==> src/spu_pkg.sv <==
package spu_pkg;

    localparam longint CORE_PERIOD_NS = 50;
    // Gear clock of the target is assumed 1 MHz; slower targets need a larger figure
    localparam longint GEAR_PERIOD_NS = 1000;
    localparam longint BAUD_RATE      = 9600;
    localparam longint UART_DIV       = 1000000000 / (CORE_PERIOD_NS * BAUD_RATE);

    localparam longint RESET_HOLD_MS  = 10;
    localparam longint START_WAIT_MS  = 20;
    localparam longint GAP_SYNC1_GEAR = 140;
    localparam longint GAP_SYNC2_GEAR = 90;
    localparam longint GAP_CMD_GEAR   = 270;
    localparam longint NEXT_CMD_GEAR  = 1100;
    localparam longint ECHO_MAX_GEAR  = 660;

    localparam logic [7:0] SYNC1_BYTE    = 8'h86;
    localparam logic [7:0] SYNC2_BYTE    = 8'h79;
    localparam logic [7:0] CMD_ERASE     = 8'hF0;
    localparam logic [7:0] CMD_WRITE     = 8'h30;
    localparam logic [7:0] CMD_READ      = 8'h40;
    localparam logic [7:0] CMD_SUM       = 8'h90;
    localparam logic [7:0] CMD_PROD_ID   = 8'hC0;
    localparam logic [7:0] CMD_STATUS    = 8'hC3;
    localparam logic [7:0] CMD_EMULATION = 8'hD0;

    // Least waits round up to whole core cycles
    function automatic logic [31:0] ns_to_cycles(input longint ns);
        return 32'((ns + CORE_PERIOD_NS - 1) / CORE_PERIOD_NS);
    endfunction : ns_to_cycles

    function automatic logic [31:0] gear_to_cycles(input longint gear);
        return ns_to_cycles(gear * GEAR_PERIOD_NS);
    endfunction : gear_to_cycles

    localparam logic [31:0] RESET_HOLD_CYC = ns_to_cycles(RESET_HOLD_MS * 1000000);
    localparam logic [31:0] START_WAIT_CYC = ns_to_cycles(START_WAIT_MS * 1000000);
    localparam logic [31:0] GAP_SYNC1_CYC  = gear_to_cycles(GAP_SYNC1_GEAR);
    localparam logic [31:0] GAP_SYNC2_CYC  = gear_to_cycles(GAP_SYNC2_GEAR);
    localparam logic [31:0] GAP_CMD_CYC    = gear_to_cycles(GAP_CMD_GEAR);
    localparam logic [31:0] NEXT_CMD_CYC   = gear_to_cycles(NEXT_CMD_GEAR);
    // Four times the echo time plus four character times of margin
    localparam logic [31:0] ECHO_TMO_CYC   = gear_to_cycles(ECHO_MAX_GEAR * 4) +
                                             32'(UART_DIV * 40);

    function automatic logic cmd_known(input logic [7:0] code);
        return code inside {CMD_ERASE, CMD_WRITE, CMD_READ, CMD_SUM,
                            CMD_PROD_ID, CMD_STATUS, CMD_EMULATION};
    endfunction : cmd_known

    typedef enum {
        SPU_IDLE, SPU_HOLD, SPU_START, SPU_SEND, SPU_ECHO,
        SPU_GAP, SPU_READY, SPU_DATA, SPU_NEXT, SPU_ERR
    } spu_state_t;

    typedef enum {SPU_PH_SYNC1, SPU_PH_SYNC2, SPU_PH_CMD} spu_phase_t;

endpackage : spu_pkg

==> src/spu_uart_if.sv <==
`timescale 1ns/100ps
`default_nettype none
interface spu_uart_if;
    logic       tx_valid;
    logic [7:0] tx_data;
    logic       tx_ready;
    logic       rx_valid;
    logic [7:0] rx_data;
    logic       rx_err;

    modport ctl (output tx_valid, output tx_data, input tx_ready,
                 input rx_valid, input rx_data, input rx_err);
    modport phy (input tx_valid, input tx_data, output tx_ready,
                 output rx_valid, output rx_data, output rx_err);
endinterface : spu_uart_if
`default_nettype wire

==> src/spu_uart.sv <==
`timescale 1ns/100ps
`default_nettype none
module spu_uart
    import spu_pkg::*;
#(
    parameter int DIV = int'(UART_DIV)
) (
    // Clock and reset
    input  wire logic core_clk,
    input  wire logic srst,
    // Byte channel
    spu_uart_if.phy   link,
    // Pins
    input  wire logic rxd,
    output var  logic txd
);
    logic [15:0] tx_div, next_tx_div;
    logic [3:0]  tx_bits, next_tx_bits;
    logic [9:0]  tx_shift, next_tx_shift;
    logic        tx_idle, next_tx_idle;
    logic        next_txd;

    logic        rx_meta, rx_sync;
    logic [15:0] rx_div, next_rx_div;
    logic [3:0]  rx_bits, next_rx_bits;
    logic [7:0]  rx_shift, next_rx_shift;
    logic        rx_busy, next_rx_busy;
    logic        next_rx_valid, next_rx_err;
    logic [7:0]  next_rx_data;

    // Transmit: start bit, eight data bits low first, stop bit
    always_comb begin
        next_tx_div   = tx_div;
        next_tx_bits  = tx_bits;
        next_tx_shift = tx_shift;
        next_tx_idle  = tx_idle;
        next_txd      = txd;
        if (tx_idle) begin
            if (link.tx_valid) begin
                next_tx_shift = {1'b1, link.tx_data, 1'b0};
                next_tx_bits  = 4'hA;
                next_tx_div   = 16'h0000;
                next_tx_idle  = 1'b0;
            end
        end else if (tx_div == 16'(DIV - 1)) begin
            next_tx_div = 16'h0000;
            if (tx_bits == 4'h0) begin
                next_tx_idle = 1'b1;
            end
        end else begin
            next_tx_div = tx_div + 16'h0001;
        end
        if (!tx_idle && tx_div == 16'h0000 && tx_bits != 4'h0) begin
            next_txd      = tx_shift[0];
            next_tx_shift = {1'b1, tx_shift[9:1]};
            next_tx_bits  = tx_bits - 4'h1;
        end
    end

    always_ff @(posedge core_clk) begin
        if (srst) begin
            tx_div   <= 16'h0000;
            tx_bits  <= 4'h0;
            tx_shift <= 10'h3FF;
            tx_idle  <= 1'b1;
            txd      <= 1'b1;
        end else begin
            tx_div   <= next_tx_div;
            tx_bits  <= next_tx_bits;
            tx_shift <= next_tx_shift;
            tx_idle  <= next_tx_idle;
            txd      <= next_txd;
        end
    end

    assign link.tx_ready = tx_idle;

    // Receive: sample mid-bit, stop bit low counts as framing error
    always_comb begin
        next_rx_div   = rx_div;
        next_rx_bits  = rx_bits;
        next_rx_shift = rx_shift;
        next_rx_busy  = rx_busy;
        next_rx_valid = 1'b0;
        next_rx_err   = 1'b0;
        next_rx_data  = link.rx_data;
        if (!rx_busy) begin
            if (!rx_sync) begin
                next_rx_busy = 1'b1;
                next_rx_bits = 4'h0;
                next_rx_div  = 16'(DIV / 2);
            end
        end else if (rx_div == 16'(DIV - 1)) begin
            next_rx_div  = 16'h0000;
            next_rx_bits = rx_bits + 4'h1;
            if (rx_bits == 4'h0 && rx_sync) begin
                next_rx_busy = 1'b0;
            end else if (rx_bits == 4'h9) begin
                next_rx_busy  = 1'b0;
                next_rx_valid = rx_sync;
                next_rx_err   = !rx_sync;
                next_rx_data  = rx_shift;
            end else if (rx_bits != 4'h0) begin
                next_rx_shift = {rx_sync, rx_shift[7:1]};
            end
        end else begin
            next_rx_div = rx_div + 16'h0001;
        end
    end

    always_ff @(posedge core_clk) begin
        if (srst) begin
            rx_meta       <= 1'b1;
            rx_sync       <= 1'b1;
            rx_div        <= 16'h0000;
            rx_bits       <= 4'h0;
            rx_shift      <= 8'h00;
            rx_busy       <= 1'b0;
            link.rx_valid <= 1'b0;
            link.rx_err   <= 1'b0;
            link.rx_data  <= 8'h00;
        end else begin
            rx_meta       <= rxd;
            rx_sync       <= rx_meta;
            rx_div        <= next_rx_div;
            rx_bits       <= next_rx_bits;
            rx_shift      <= next_rx_shift;
            rx_busy       <= next_rx_busy;
            link.rx_valid <= next_rx_valid;
            link.rx_err   <= next_rx_err;
            link.rx_data  <= next_rx_data;
        end
    end
endmodule : spu_uart
`default_nettype wire

==> src/spu_host.sv <==
`timescale 1ns/100ps
`default_nettype none
module spu_host
    import spu_pkg::*;
#(
    parameter logic [31:0] RESET_HOLD = RESET_HOLD_CYC,
    parameter logic [31:0] START_WAIT = START_WAIT_CYC,
    parameter logic [31:0] NEXT_WAIT  = NEXT_CMD_CYC,
    parameter logic [31:0] ECHO_TMO   = ECHO_TMO_CYC,
    parameter int          BAUD_DIV   = int'(UART_DIV)
) (
    // Clock and reset
    input  wire logic       core_clk,
    input  wire logic       srst,
    // Session and command requests
    input  wire logic       session_start,
    input  wire logic       cmd_valid,
    input  wire logic [7:0] cmd_code,
    input  wire logic       cmd_done,
    // Data bytes toward the device
    input  wire logic       data_valid,
    input  wire logic [7:0] data_byte,
    output var  logic       data_ready,
    // Bytes from the device
    output var  logic       resp_valid,
    output var  logic [7:0] resp_byte,
    // Status
    output var  logic       cmd_ready,
    output var  logic       cmd_reject,
    output var  logic       link_error,
    // Device pins
    output var  logic       dev_mode,
    output var  logic       dev_reset_n,
    output var  logic       dev_rxd,
    input  wire logic       dev_txd
);
    spu_uart_if link ();

    spu_uart #(
        .DIV (BAUD_DIV)
    ) u_uart (
        .core_clk (core_clk),
        .srst     (srst),
        .link     (link.phy),
        .rxd      (dev_txd),
        .txd      (dev_rxd)
    );

    spu_state_t  state, next_state;
    spu_phase_t  phase, next_phase;
    logic [31:0] cnt, next_cnt;
    logic [7:0]  sent, next_sent;
    logic        tx_valid, next_tx_valid;
    logic        next_data_ready, next_resp_valid, next_cmd_ready;
    logic        next_cmd_reject, next_link_error, next_mode, next_reset_n;
    logic [7:0]  next_resp_byte;

    assign link.tx_valid = tx_valid;
    assign link.tx_data  = sent;

    always_comb begin
        next_state      = state;
        next_phase      = phase;
        next_cnt        = (cnt != 32'h0000_0000) ? cnt - 32'h0000_0001 : cnt;
        next_sent       = sent;
        next_tx_valid   = tx_valid;
        next_data_ready = data_ready;
        next_resp_valid = 1'b0;
        next_resp_byte  = resp_byte;
        next_cmd_ready  = 1'b0;
        next_cmd_reject = 1'b0;
        next_link_error = link_error;
        next_mode       = dev_mode;
        next_reset_n    = dev_reset_n;
        if (tx_valid && link.tx_ready) begin
            next_tx_valid = 1'b0;
        end
        case (state)
            SPU_IDLE: begin
            end
            SPU_HOLD: begin
                if (cnt == 32'h0000_0000) begin
                    next_mode    = 1'b1;
                    next_reset_n = 1'b1;
                    next_cnt     = START_WAIT;
                    next_state   = SPU_START;
                end
            end
            SPU_START: begin
                if (cnt == 32'h0000_0000) begin
                    next_sent     = SYNC1_BYTE;
                    next_phase    = SPU_PH_SYNC1;
                    next_tx_valid = 1'b1;
                    next_state    = SPU_SEND;
                end
            end
            SPU_SEND: begin
                if (tx_valid && link.tx_ready) begin
                    next_cnt   = ECHO_TMO;
                    next_state = SPU_ECHO;
                end
            end
            SPU_ECHO: begin
                // Every setup and command byte must come back unchanged
                if (link.rx_valid) begin
                    if (link.rx_data != sent) begin
                        next_link_error = 1'b1;
                        next_state      = SPU_ERR;
                    end else begin
                        next_state = SPU_GAP;
                        case (phase)
                            SPU_PH_SYNC1: next_cnt = GAP_SYNC1_CYC;
                            SPU_PH_SYNC2: next_cnt = GAP_SYNC2_CYC;
                            SPU_PH_CMD:   next_cnt = GAP_CMD_CYC;
                            default:      next_cnt = GAP_CMD_CYC;
                        endcase
                    end
                end else if (link.rx_err || cnt == 32'h0000_0000) begin
                    next_link_error = 1'b1;
                    next_state      = SPU_ERR;
                end
            end
            SPU_GAP: begin
                if (cnt == 32'h0000_0000) begin
                    case (phase)
                        SPU_PH_SYNC1: begin
                            next_sent     = SYNC2_BYTE;
                            next_phase    = SPU_PH_SYNC2;
                            next_tx_valid = 1'b1;
                            next_state    = SPU_SEND;
                        end
                        SPU_PH_SYNC2: begin
                            next_cmd_ready = 1'b1;
                            next_state     = SPU_READY;
                        end
                        default: begin
                            next_data_ready = 1'b1;
                            next_state      = SPU_DATA;
                        end
                    endcase
                end
            end
            SPU_READY: begin
                next_cmd_ready = 1'b1;
                if (cmd_valid && cmd_ready) begin
                    next_cmd_ready = 1'b0;
                    // Unknown codes are refused here rather than left to time out
                    if (cmd_known(cmd_code)) begin
                        next_sent     = cmd_code;
                        next_phase    = SPU_PH_CMD;
                        next_tx_valid = 1'b1;
                        next_state    = SPU_SEND;
                    end else begin
                        next_cmd_reject = 1'b1;
                    end
                end
            end
            SPU_DATA: begin
                // Reply latency depends on the command; the user paces it
                if (link.rx_valid) begin
                    next_resp_valid = 1'b1;
                    next_resp_byte  = link.rx_data;
                end
                if (tx_valid && link.tx_ready) begin
                    next_data_ready = 1'b1;
                end
                if (cmd_done) begin
                    next_data_ready = 1'b0;
                    next_cnt        = NEXT_WAIT;
                    next_state      = SPU_NEXT;
                end else if (data_valid && data_ready) begin
                    next_sent       = data_byte;
                    next_tx_valid   = 1'b1;
                    next_data_ready = 1'b0;
                end
            end
            SPU_NEXT: begin
                if (cnt == 32'h0000_0000 && !tx_valid) begin
                    next_cmd_ready = 1'b1;
                    next_state     = SPU_READY;
                end
            end
            SPU_ERR: begin
            end
            default: begin
                next_state = SPU_IDLE;
            end
        endcase
        // A new session restarts from any state
        if (session_start) begin
            next_state      = SPU_HOLD;
            next_cnt        = RESET_HOLD;
            next_mode       = 1'b0;
            next_reset_n    = 1'b0;
            next_link_error = 1'b0;
            next_tx_valid   = 1'b0;
            next_data_ready = 1'b0;
            next_cmd_ready  = 1'b0;
        end
    end

    always_ff @(posedge core_clk) begin
        if (srst) begin
            state       <= SPU_IDLE;
            phase       <= SPU_PH_SYNC1;
            cnt         <= 32'h0000_0000;
            sent        <= 8'h00;
            tx_valid    <= 1'b0;
            data_ready  <= 1'b0;
            resp_valid  <= 1'b0;
            resp_byte   <= 8'h00;
            cmd_ready   <= 1'b0;
            cmd_reject  <= 1'b0;
            link_error  <= 1'b0;
            dev_mode    <= 1'b0;
            dev_reset_n <= 1'b0;
        end else begin
            state       <= next_state;
            phase       <= next_phase;
            cnt         <= next_cnt;
            sent        <= next_sent;
            tx_valid    <= next_tx_valid;
            data_ready  <= next_data_ready;
            resp_valid  <= next_resp_valid;
            resp_byte   <= next_resp_byte;
            cmd_ready   <= next_cmd_ready;
            cmd_reject  <= next_cmd_reject;
            link_error  <= next_link_error;
            dev_mode    <= next_mode;
            dev_reset_n <= next_reset_n;
        end
    end
endmodule : spu_host
`default_nettype wire

==> config.mk <==
export PLATFORM = sky130hd
export DESIGN_NAME = spu_host
export DESIGN_NICKNAME = d
export VERILOG_FILES = /design/src/spu_pkg.sv /design/src/spu_uart_if.sv /design/src/spu_uart.sv /design/src/spu_host.sv
export SDC_FILE = /design/constraint.sdc
export NUM_CORES = 1
export LEC_CHECK = 0
export BUFFER_PORTS_ARGS = -buffer_cell sky130_fd_sc_hd__buf_2
export CAP_MARGIN = 20
export CORE_ASPECT_RATIO = 1.1
export CORE_MARGIN = 2
export CORE_UTILIZATION = 35
export CTS_BUF_LIST = sky130_fd_sc_hd__clkbuf_4 sky130_fd_sc_hd__clkbuf_8
export DETAILED_ROUTE_END_ITERATION = 12
export PLACE_DENSITY_LB_ADDON = 0.05
export REMOVE_ABC_BUFFERS = 1
export SETUP_SLACK_MARGIN = 0.2
export SYNTH_ARGS = -nofsm -noshare
export SYNTH_HDL_FRONTEND = slang
export SYNTH_SLANG_ARGS = --single-unit
export TNS_END_PERCENT = 30
==> constraint.sdc <==
create_clock -name core_clk -period 2.5 [get_ports core_clk]
set_input_delay 0.125 -clock core_clk [delete_from_list [all_inputs] [get_ports core_clk]]
set_output_delay 0.125 -clock core_clk [all_outputs]
set_load 0.05 [all_outputs]
After elaboration in Yosys (flattened, before gate mapping)
Cells that the tools add are included.

word-level totals
  bits in registers = 191
  output and inout port bits = 16
  logic and storage cells = 221

cells by class
  $add $sub $neg = 5
  equality and inequality tests = 49
  multiplexer cells = 86
  bitwise gates (word level) = 8
  reduce and logical (&&, ||, !) cells = 45

operators by type and width
  operator                                                                  count
  32-bit two-way mux                                                        21
  32-bit one-hot mux with 9 select lines                                    1
  32-bit by 3-bit equality test with 1-bit output (second input constant)   4
  32-bit one-hot mux with 4 select lines                                    1
  32-bit logical NOT                                                        3
  16-bit two-way mux                                                        6
  32-bit one-hot mux with 3 select lines                                    1
  32-bit by 1-bit equality test with 1-bit output (second input constant)   2
  32-bit by 2-bit equality test with 1-bit output (second input constant)   2
  32-bit by 4-bit equality test with 1-bit output (second input constant)   2
  8-bit two-way mux                                                         7
  8-bit equality test (second input constant)                               5
  16-bit by 1-bit adder with 16-bit output (second input constant)          2
  16-bit by 12-bit equality test with 1-bit output (second input constant)  2
  1-bit two-way mux                                                         32
  2-bit inequality test (second input constant)                             16
  8-bit one-hot mux with 4 select lines                                     1
  32-bit nonzero test                                                       1
  32-bit by 1-bit subtractor with 32-bit output (second input constant)     1
  4-bit two-way mux                                                         7
  9-bit two-way mux                                                         3
  13-bit one-hot mux with 2 select lines                                    1
  3-bit inequality test (second input constant)                             8
  10-bit AND reduction                                                      2
  34 further kinds                                                          62

Longest topological paths before layout
Gate-level depths: netlist (run 1).

  word-level depth = 6
  mapped depth = 11
  depth with buffers taken out = 9

Cells and area by module
From an unflattened synthesis (run 1), not the netlist that was laid out.

second synthesis, totals
  cell total of the unflattened synthesis = 863
  area total of the unflattened synthesis = 7090.6 sq um

modules (own cells, without submodules)
  module    instances  cells each  area each (sq um)  seq. area each (sq um)
  spu_host  1          481         3689.8             1221.2
  spu_uart  1          382         3400.8             1441.4

Worst setup path after synthesis (run 1)
Ideal clock, no wire load.

  path type = reg2reg
  start point = reg cnt[2]
  end point = reg cnt[3]
  setup time = 0.136 ns
  arrival = 2.414 ns
  slack = -0.050 ns
  stages on the path, launching flop included = 10
  period minus slack after synthesis = 2.550 ns
  path through = dfxtp_1 or4_1 buf_2 or2_4 buf_4 nor4_4 a21o_1 nor4b_2 a2111oi_0 a211oi_1

between the ends
  cells in the longest elaborated chain, start to end = 5
  elaborated cells on any way between the ends = 10

RTL lines
  item                                                                                  RTL line         RTL
  start: declaration                                                                    spu_host.sv:51   logic [31:0] cnt, next_cnt;
  start signal: assignment                                                              spu_host.sv:220  cnt <= next_cnt;
  32-bit by 1-bit subtractor with 32-bit output or 32-bit nonzero test (tied branches)  spu_host.sv:64   next_cnt = (cnt != 32'h0000_0000) ? cnt - 32'h0000_0001 : cnt;
  32-bit two-way mux                                                                    spu_host.sv:64
  32-bit two-way mux                                                                    spu_host.sv:106  if (link.rx_data != sent) begin
  32-bit two-way mux                                                                    spu_host.sv:105  if (link.rx_valid) begin
  32-bit one-hot mux with 4 select lines (*)                                            spu_host.sv:78   case (state)

Every way passes the cells marked *; elsewhere a longest branch is shown, timed or not.
A chain may end at the register's enable or synchronous reset.

Final worst setup path (run 1)
  start point = reg cnt[3]
  end point = reg sent[2], in the netlist link.tx_data[2]

between the ends
  cells in the longest elaborated chain, start to end = 3
  elaborated cells on any way between the ends = 4

RTL lines
  item                               RTL line                         RTL
  32-bit logical NOT (*)             spu_host.sv:90, spu_host.sv:124
  2-bit inequality test (no line)    --
  8-bit AND reduction (no line) (*)  --
  end signal: assignment             spu_host.sv:221                  sent <= next_sent;
  end: declaration                   spu_host.sv:52                   logic [7:0] sent, next_sent;

Marked as above.

==> results.ini, run 1 <==
[timing]
skew_ns = 0.0192
timing.final.ws_setup_ns = -0.0181
slew_viol_final = 0
hold-worst-slack_ns = 0.0277
fin_crit_sh = 1.01
fin_setup_tns_ns = -0.0181
final.min_clock_period_ns = 2.52
tightest_slew_ns = 0.699
relSlewSlack = 0.533
setup_viol = 1
fmax_ghz = 0.397
rsz0062_at_grt = yes
hold_viol = 0

[placement]
place_ws_ns = -0.131
numPortBuffers = 38
place_hpwl_mm = 13.9
placed_area_um2 = 7810
routabilityCongestion = 0.897
dp_cells = 1189

[synth]
async_flop_share = 0
synth_top_area_frac = 0.383
synthesis.area_um2 = 6950
synth_ff_type = dfxtp_1
yosysSeqAreaShare = 0.383
synth-edff-count = 0
ys_types = 65
synth_seq_cells = 133
synth_area_per_cell_um2 = 7.91
ys.warnings.count = 0
yosys-top-cells-area = dfxtp_1 38%, nor2_1 7.6%, nand2_1 4.4%, a21oi_1 4.2%, o21ai_0 3.3%
synth_area_leader_cell = dfxtp_1
syn_inst = 878

[power_and_ir_drop]
ir_drop_v = 0.000305
p_clk_frac = 0.391
power_density_nw_per_um2 = 532
leakage_nw = 3.26
power_frac_comb = 0.138
finalPower_mw = 4.70
p_seq_frac = 0.470
p_int_mw = 3.29
switching_share = 0.299
switching_power_mw = 1.40

[critical_path]
max_stage_delay_ns = 0.53
path_delay_family = simple AND/OR/NAND/NOR gates
path_class = register to register
required_ns = 2.86
crit_chain = or4_4 -> or2_4 -> nor3_4 -> buf_6 -> o22ai_4 -> a211oi_4 -> buf_12 -> nor2_1 -> a311oi_1
startpoint_type = register
crit_path_end_kind = register
path_max_fanout = 7
crit_buf_inv = 2
crit_arrival_ns = 2.87
crit_slowest_cell = or4_4

[drt]
dr_total_vias = 6728
wl_per_cell_um = 16.2
drt-pass1-iter-count = 8
postRouteAntennaNets = 0
wl_mm = 20.0
vias_per_cell = 5.43
route.detailed.drc = 0
drt-initial-drc-count = 308

[layout]
fin_util = 0.449
diodes = 0
fillers = 1997
layout-drive-gt1-share = 0.244
stdcell_count = 1238
nets = 1009
fin_area_um2 = 8830
synthToLayoutAreaGrowth_pct = 27.1

[global_routing]
grt_overflow = 0
grt_max_degree = 38
grt_pass1_vias = 6283
grt.total_usage = 0.184
antenna_found_initial = 0
grt_pass1_wl_mm = 31.4

[clocking]
cts_max_level = 4
cts_max_path_buffers = 2
numCtsBuffers = 17
clkLatencyLatePin_ns = 0.45
cts_tree = built
ctsRootBufferMaster = clkbuf_8
clk_pin_slew_ns = 0.09
cts.sinks = 133

[floorplan]
die_area_um2 = 21000
die_y_um = 152
io_pins = 39
fp-row-count = 54
core_area_um2 = 19700
die_w_um = 138
start_util = 0.353

[min_path]
hold_path.class = input pin to register

[flow_run]
maxCapViolCount = 0

[run_status]
status = finished, violations left
violations = negative setup slack

-- Yosys cell counts, types with 3 or more instances --
cell      count
ha_1         13
inv_1        18
or3_1        15
nor2_1      141
a21oi_1      58
or4_1         7
clkbuf_1     37
nand3_1      30
nor3_1       41
xnor2_1      13
nand4b_1      5
and2_1        4
nor2b_1      12
and4_1        3
nand3b_1      3
or2_2         3
buf_1         5
a211oi_1     10
dfxtp_1     133
nor3b_1      12
a221oi_1     15
o21ai_0      46
a31oi_1      11
buf_4         3
o31ai_1       5
a22oi_1       5
and3_1        8
mux2i_1      20
nor4_1       21
nand2_1      81
a311oi_1      8
nand2b_1     13
xor2_1       24
nand4_1      12
-- logic make-up (layout without fill, tap and decap cells) --
kind of cell / count (synthesis) / count (layout) / share of synthesized area
adders and majority gates: 13 / 13 / 0.0234
buffers and inverters: 66 / 174 / 0.0387
muxes: 21 / 21 / 0.0304
AOI/OAI and AO/OA: 186 / 186 / 0.174
DFF: 133 / 133 / 0.383
xor gates and xnor gates: 37 / 37 / 0.0466
and+or+nand+nor: 422 / 422 / 0.304
-- worst register-to-register path, cell delays in order (launching register included) --
cell and delay [ns]:
dfxtp_2 0.33, or4_4 0.53, or2_4 0.31, nor3_4 0.19, buf_6 0.14, o22ai_4 0.10
a211oi_4 0.37, buf_12 0.18, nor2_1 0.05, a311oi_1 0.23
-- cell type report --
class	count	area [µm²]	area share
sequential	133	2680	0.303
multi-input combinational	679	4430	0.502
timing repair buffer	124	953	0.108
inverter	18	67.6	0.00765
clock buffer	18	248	0.0280
clock inverter	14	140	0.0159
tap	252	315	0.0357
-- flip-flops by register name, summed over array words and instances (netlist names), 2 cells and up --
register and flops:
resp_byte 8, u_uart.rx_bits 4, u_uart.tx_shift 9, u_uart.link.rx_data 8, u_uart.rx_div 16, u_uart.rx_shift 8
cnt 32, u_uart.tx_bits 4, u_uart.tx_div 16, link.tx_data 8, phase 2, state 4
-- final timing paths --
path,start,endpoint,slack [ns],cells past startpoint
setup / recovery,cnt[3],link.tx_data[2],-0.02,9
hold / removal,cmd_valid,cmd_ready,0.03,4
setup reg to reg,cnt[3],link.tx_data[2],-0.02,9
hold reg to reg,u_uart.rx_meta,u_uart.rx_sync,0.41,1
-- layer usage --
layer,global-route usage,wire length (µm),part of all wire,up-vias
met2,0.337,10400,0.52,108
met3,0.0380,483,0.024,25
li1,-,-,-,3336
met4,0.0587,362,0.018,0
met1,0.217,8750,0.44,3259
met5,0,0,0,-
-- power groups by stage --
stage	logic, mW	clock network, mW	registers [mW]
after detailed placement	0.552	0	2.26
after CTS	0.574	1.89	2.21
final	0.648	1.84	2.21
after floorplan	0.326	0	2.25
after global routing	0.705	1.99	2.22
after global placement	0.547	0	2.25
-- repair_timing --
action,CTS,global route
setup buffers,4,8
cloned,0,3
pin swaps,9,33
gates resized for setup,15,87
hold buffers,2,0
setup endpoints to repair,45,90
endpoints found under the hold margin,2,0
-- layout by cell type, fill, tap and decap left out, types with 17 or more instances in the layout --
cell type	netlist	layout
buf_4	3	73
mux2i_1	20	20
nor3_1	41	38
inv_1	18	18
nand3_1	30	29
buf_2	2	38
nor2_1	141	127
clkbuf_8	0	18
a21oi_1	58	54
xor2_1	24	20
nor4_1	21	17
nand2_1	81	80
o21ai_0	46	44
dfxtp_1	133	123
No activity file was read; power rests on OpenSTA's default activity.
==> inputs of run 2 (changes only) <==
- CORE_UTILIZATION: 35 -> 57
- REMOVE_ABC_BUFFERS: 1 -> default
==> run 2 against run 1 <==
Net effect:
- the run now ends clean
- via count rose by 1.1%
- total power grew 3.8%
- design area is 3.1% lower
- wire length down 5.6%
- non-clock buffer count down 15
- utilization is 26 points higher
- largest cell class unchanged
- global-route usage rose by 11 points
- first-iteration DRC count up 56%
- sequential cell count unchanged
==> results.ini, run 2 (synthesis results as in run 1) <==
[run_status]
status = completed

[floorplan]
die_y_um = 120  ; -21%
core_area_um2 = 12000  ; -39%
io_pins = 39  ; unchanged
fp-row-count = 42  ; -22%
die_w_um = 109  ; -21%
start_util = 0.580  ; +0.227
die_area_um2 = 13100  ; -38%

[power_and_ir_drop]
finalPower_mw = 4.88  ; +3.8%
ir_drop_v = 0.000355  ; +16%
power_density_nw_per_um2 = 570  ; +7.2%
leakage_nw = 3.17  ; -2.9%

[critical_path]
required_ns = 2.83  ; -0.03 ns
path_delay_family = simple AND/OR/NAND/NOR gates
rr_startpoint = cnt[6]
path_class = register to register
crit_arrival_ns = 2.82  ; -0.05 ns
rr_worst_depth = 9  ; unchanged
crit_buf_inv = 2  ; unchanged
r2r_slack_ns = 0.01  ; +0.03 ns
cp.depth = 9  ; unchanged
startpoint_type = register
crit_slowest_cell = or4_4
crit_chain = or4_4 -> or2_4 -> buf_4 -> nor4_4 -> buf_6 -> a21oi_2 -> nor3_4 -> mux2i_1 -> a21oi_1
path_max_fanout = 6  ; -1
endpoint = state[1]
startpoint = cnt[6]
reg2reg_to = state[1]
max_stage_delay_ns = 0.54  ; about the same
crit_path_end_kind = register

[layout]
final_common_cell = nor2_1
synthToLayoutAreaGrowth_pct = 23.1
final_cell_mix = 136 x nor2_1, 121 x dfxtp_1, 78 x nand2_1, 57 x a21oi_1, 51 x buf_4
stdcell_count = 1126  ; -9.0%
largest_reg_flops = 32  ; unchanged
nets = 995  ; -1.4%
layout-drive-gt1-share = 0.223  ; -0.0212
fin_util = 0.714  ; +0.265
largestRegisters = cnt: 32 flops, u_uart.rx_div: 16 flops, u_uart.tx_div: 16 flops
register_area_um2 = 2680  ; about the same
multi_input_area_um2 = 4350  ; -1.9%
regMostFlops = cnt
fin_area_um2 = 8560  ; -3.1%
fillers = 955  ; -52%
diodes = 0  ; unchanged

[placement]
numPortBuffers = 38  ; unchanged
dp_cells = 1063  ; -11%
place_hpwl_mm = 12.6  ; -9.0%
routabilityCongestion = 0.934  ; +4.1%
placed_area_um2 = 7540  ; -3.5%

[drt]
route.detailed.drc = 0  ; unchanged
wl_mm = 18.9  ; -5.6%
vias_per_cell = 6.04  ; +11%
postRouteAntennaNets = 0  ; unchanged
dr_total_vias = 6800  ; +1.1%
drt-initial-drc-count = 481  ; +56%
wl_per_cell_um = 16.8  ; +3.8%
drt-pass1-iter-count = 7  ; -1

[timing]
fin_crit_sh = 0.996  ; -0.0114
hold-worst-slack_ns = 0.0316  ; +0.00385 ns
setup_viol = 0  ; -1
tightest_slew_ns = 0.846  ; +0.147 ns
slew_viol_final = 0  ; unchanged
hold_viol = 0  ; unchanged
relSlewSlack = 0.434  ; -0.0992
final.min_clock_period_ns = 2.49  ; -0.0286 ns
skew_ns = 0.00803  ; -0.0112 ns
rsz0062_at_grt = yes
fmax_ghz = 0.402  ; +1.1%

[synth]
synthesis.nets = 914

[clocking]
cts_max_path_buffers = 2  ; unchanged
cts.sinks = 133  ; unchanged
clk_pin_slew_ns = 0.07  ; -0.02 ns
clkLatencyLatePin_ns = 0.46  ; about the same
cts_tree = built
numCtsBuffers = 17  ; unchanged
ctsRootBufferMaster = clkbuf_8
cts_max_level = 4  ; unchanged

[global_routing]
grt_pass1_vias = 6214  ; -1.1%
grt_pass1_wl_mm = 30.0  ; -4.2%
grt_overflow = 0  ; unchanged
antenna_found_initial = 0  ; unchanged
grt.total_usage = 0.291  ; +0.107
grt_max_degree = 97  ; +160%

[flow_run]
maxCapViolCount = 0  ; unchanged

[min_path]
hold_path.class = input pin to register

-- run 2: cell types whose count changed in the layout (fill, tap and decap cells not counted), sizes merged --
| cell | before | now |
|---|---|---|
| dlygate4sd3 | 2 | 3 |
| buf | 120 | 106 |
| clkinv | 4 | 6 |
| inv | 25 | 19 |
| or3 | 15 | 16 |
| clkbuf | 20 | 21 |
| clkinvlp | 2 | 1 |
| bufinv | 1 | 3 |
-- run 2: how the worst min path moves through the flow --
| stage | to | cells past startpoint | start |
|---|---|---|---|
| final | cnt[14] | 3 | cmd_done |
| after global routing | cnt[14] | 3 | cmd_done |
| after CTS | cnt[14] | 3 | cmd_done |
| after detailed placement | u_uart.rx_meta | 2 | dev_txd |
| after global placement | u_uart.rx_meta | 2 | dev_txd |
| after floorplan | u_uart.rx_meta | 1 | dev_txd |
-- run 2: tightest hold or removal path, cell delays in order --
cell and delay [ns]:
buf_2 0.17, nand3_1 0.09, o31ai_1 0.06
-- run 2: layout make-up --
type / count / share of cell area
clock buffer: 21 / 0.0331
clock inverter: 11 / 0.0173
inverter: 18 / 0.00790
multi-input combinational: 680 / 0.508
sequential: 133 / 0.313
tap: 154 / 0.0225
timing repair buffer: 109 / 0.0978
-- run 2: per-stage QoR --
stage	TNS [ns]	setup WS, ns
6_report	0	0.0105
3_3_place_gp	0	0.0653
2_1_floorplan	0	0.153
5_1_grt	-0.311	-0.0531
3_5_place_dp	-0.105	-0.0388
4_1_cts	0	0.0750
-- run 2: routing by layer --
metal / GRT usage / vias up / routed length (µm)
met4: 0.119 / 0 / 450
met1: 0.392 / 3239 / 8530
met3: 0.0511 / 37 / 907
met5: 0 / - / 0
li1: - / 3315 / -
met2: 0.460 / 209 / 8990
-- run 2: repair_timing --
item / CTS / global route
pin swaps: 12 / 37
gates cloned: 1 / 0
gates resized for setup: 18 / 62
hold endpoints to repair: 5 / 0
hold buffers: 3 / 0
endpoints found under the setup margin: 40 / 59
buffers inserted: 20 / 7
-- run 2: report_power, final --
part	internal (mW)	switching (mW)
Sequential	2.16	0.0518
Combinational	0.329	0.382
Clock	1.08	0.869
Total	3.57	1.30
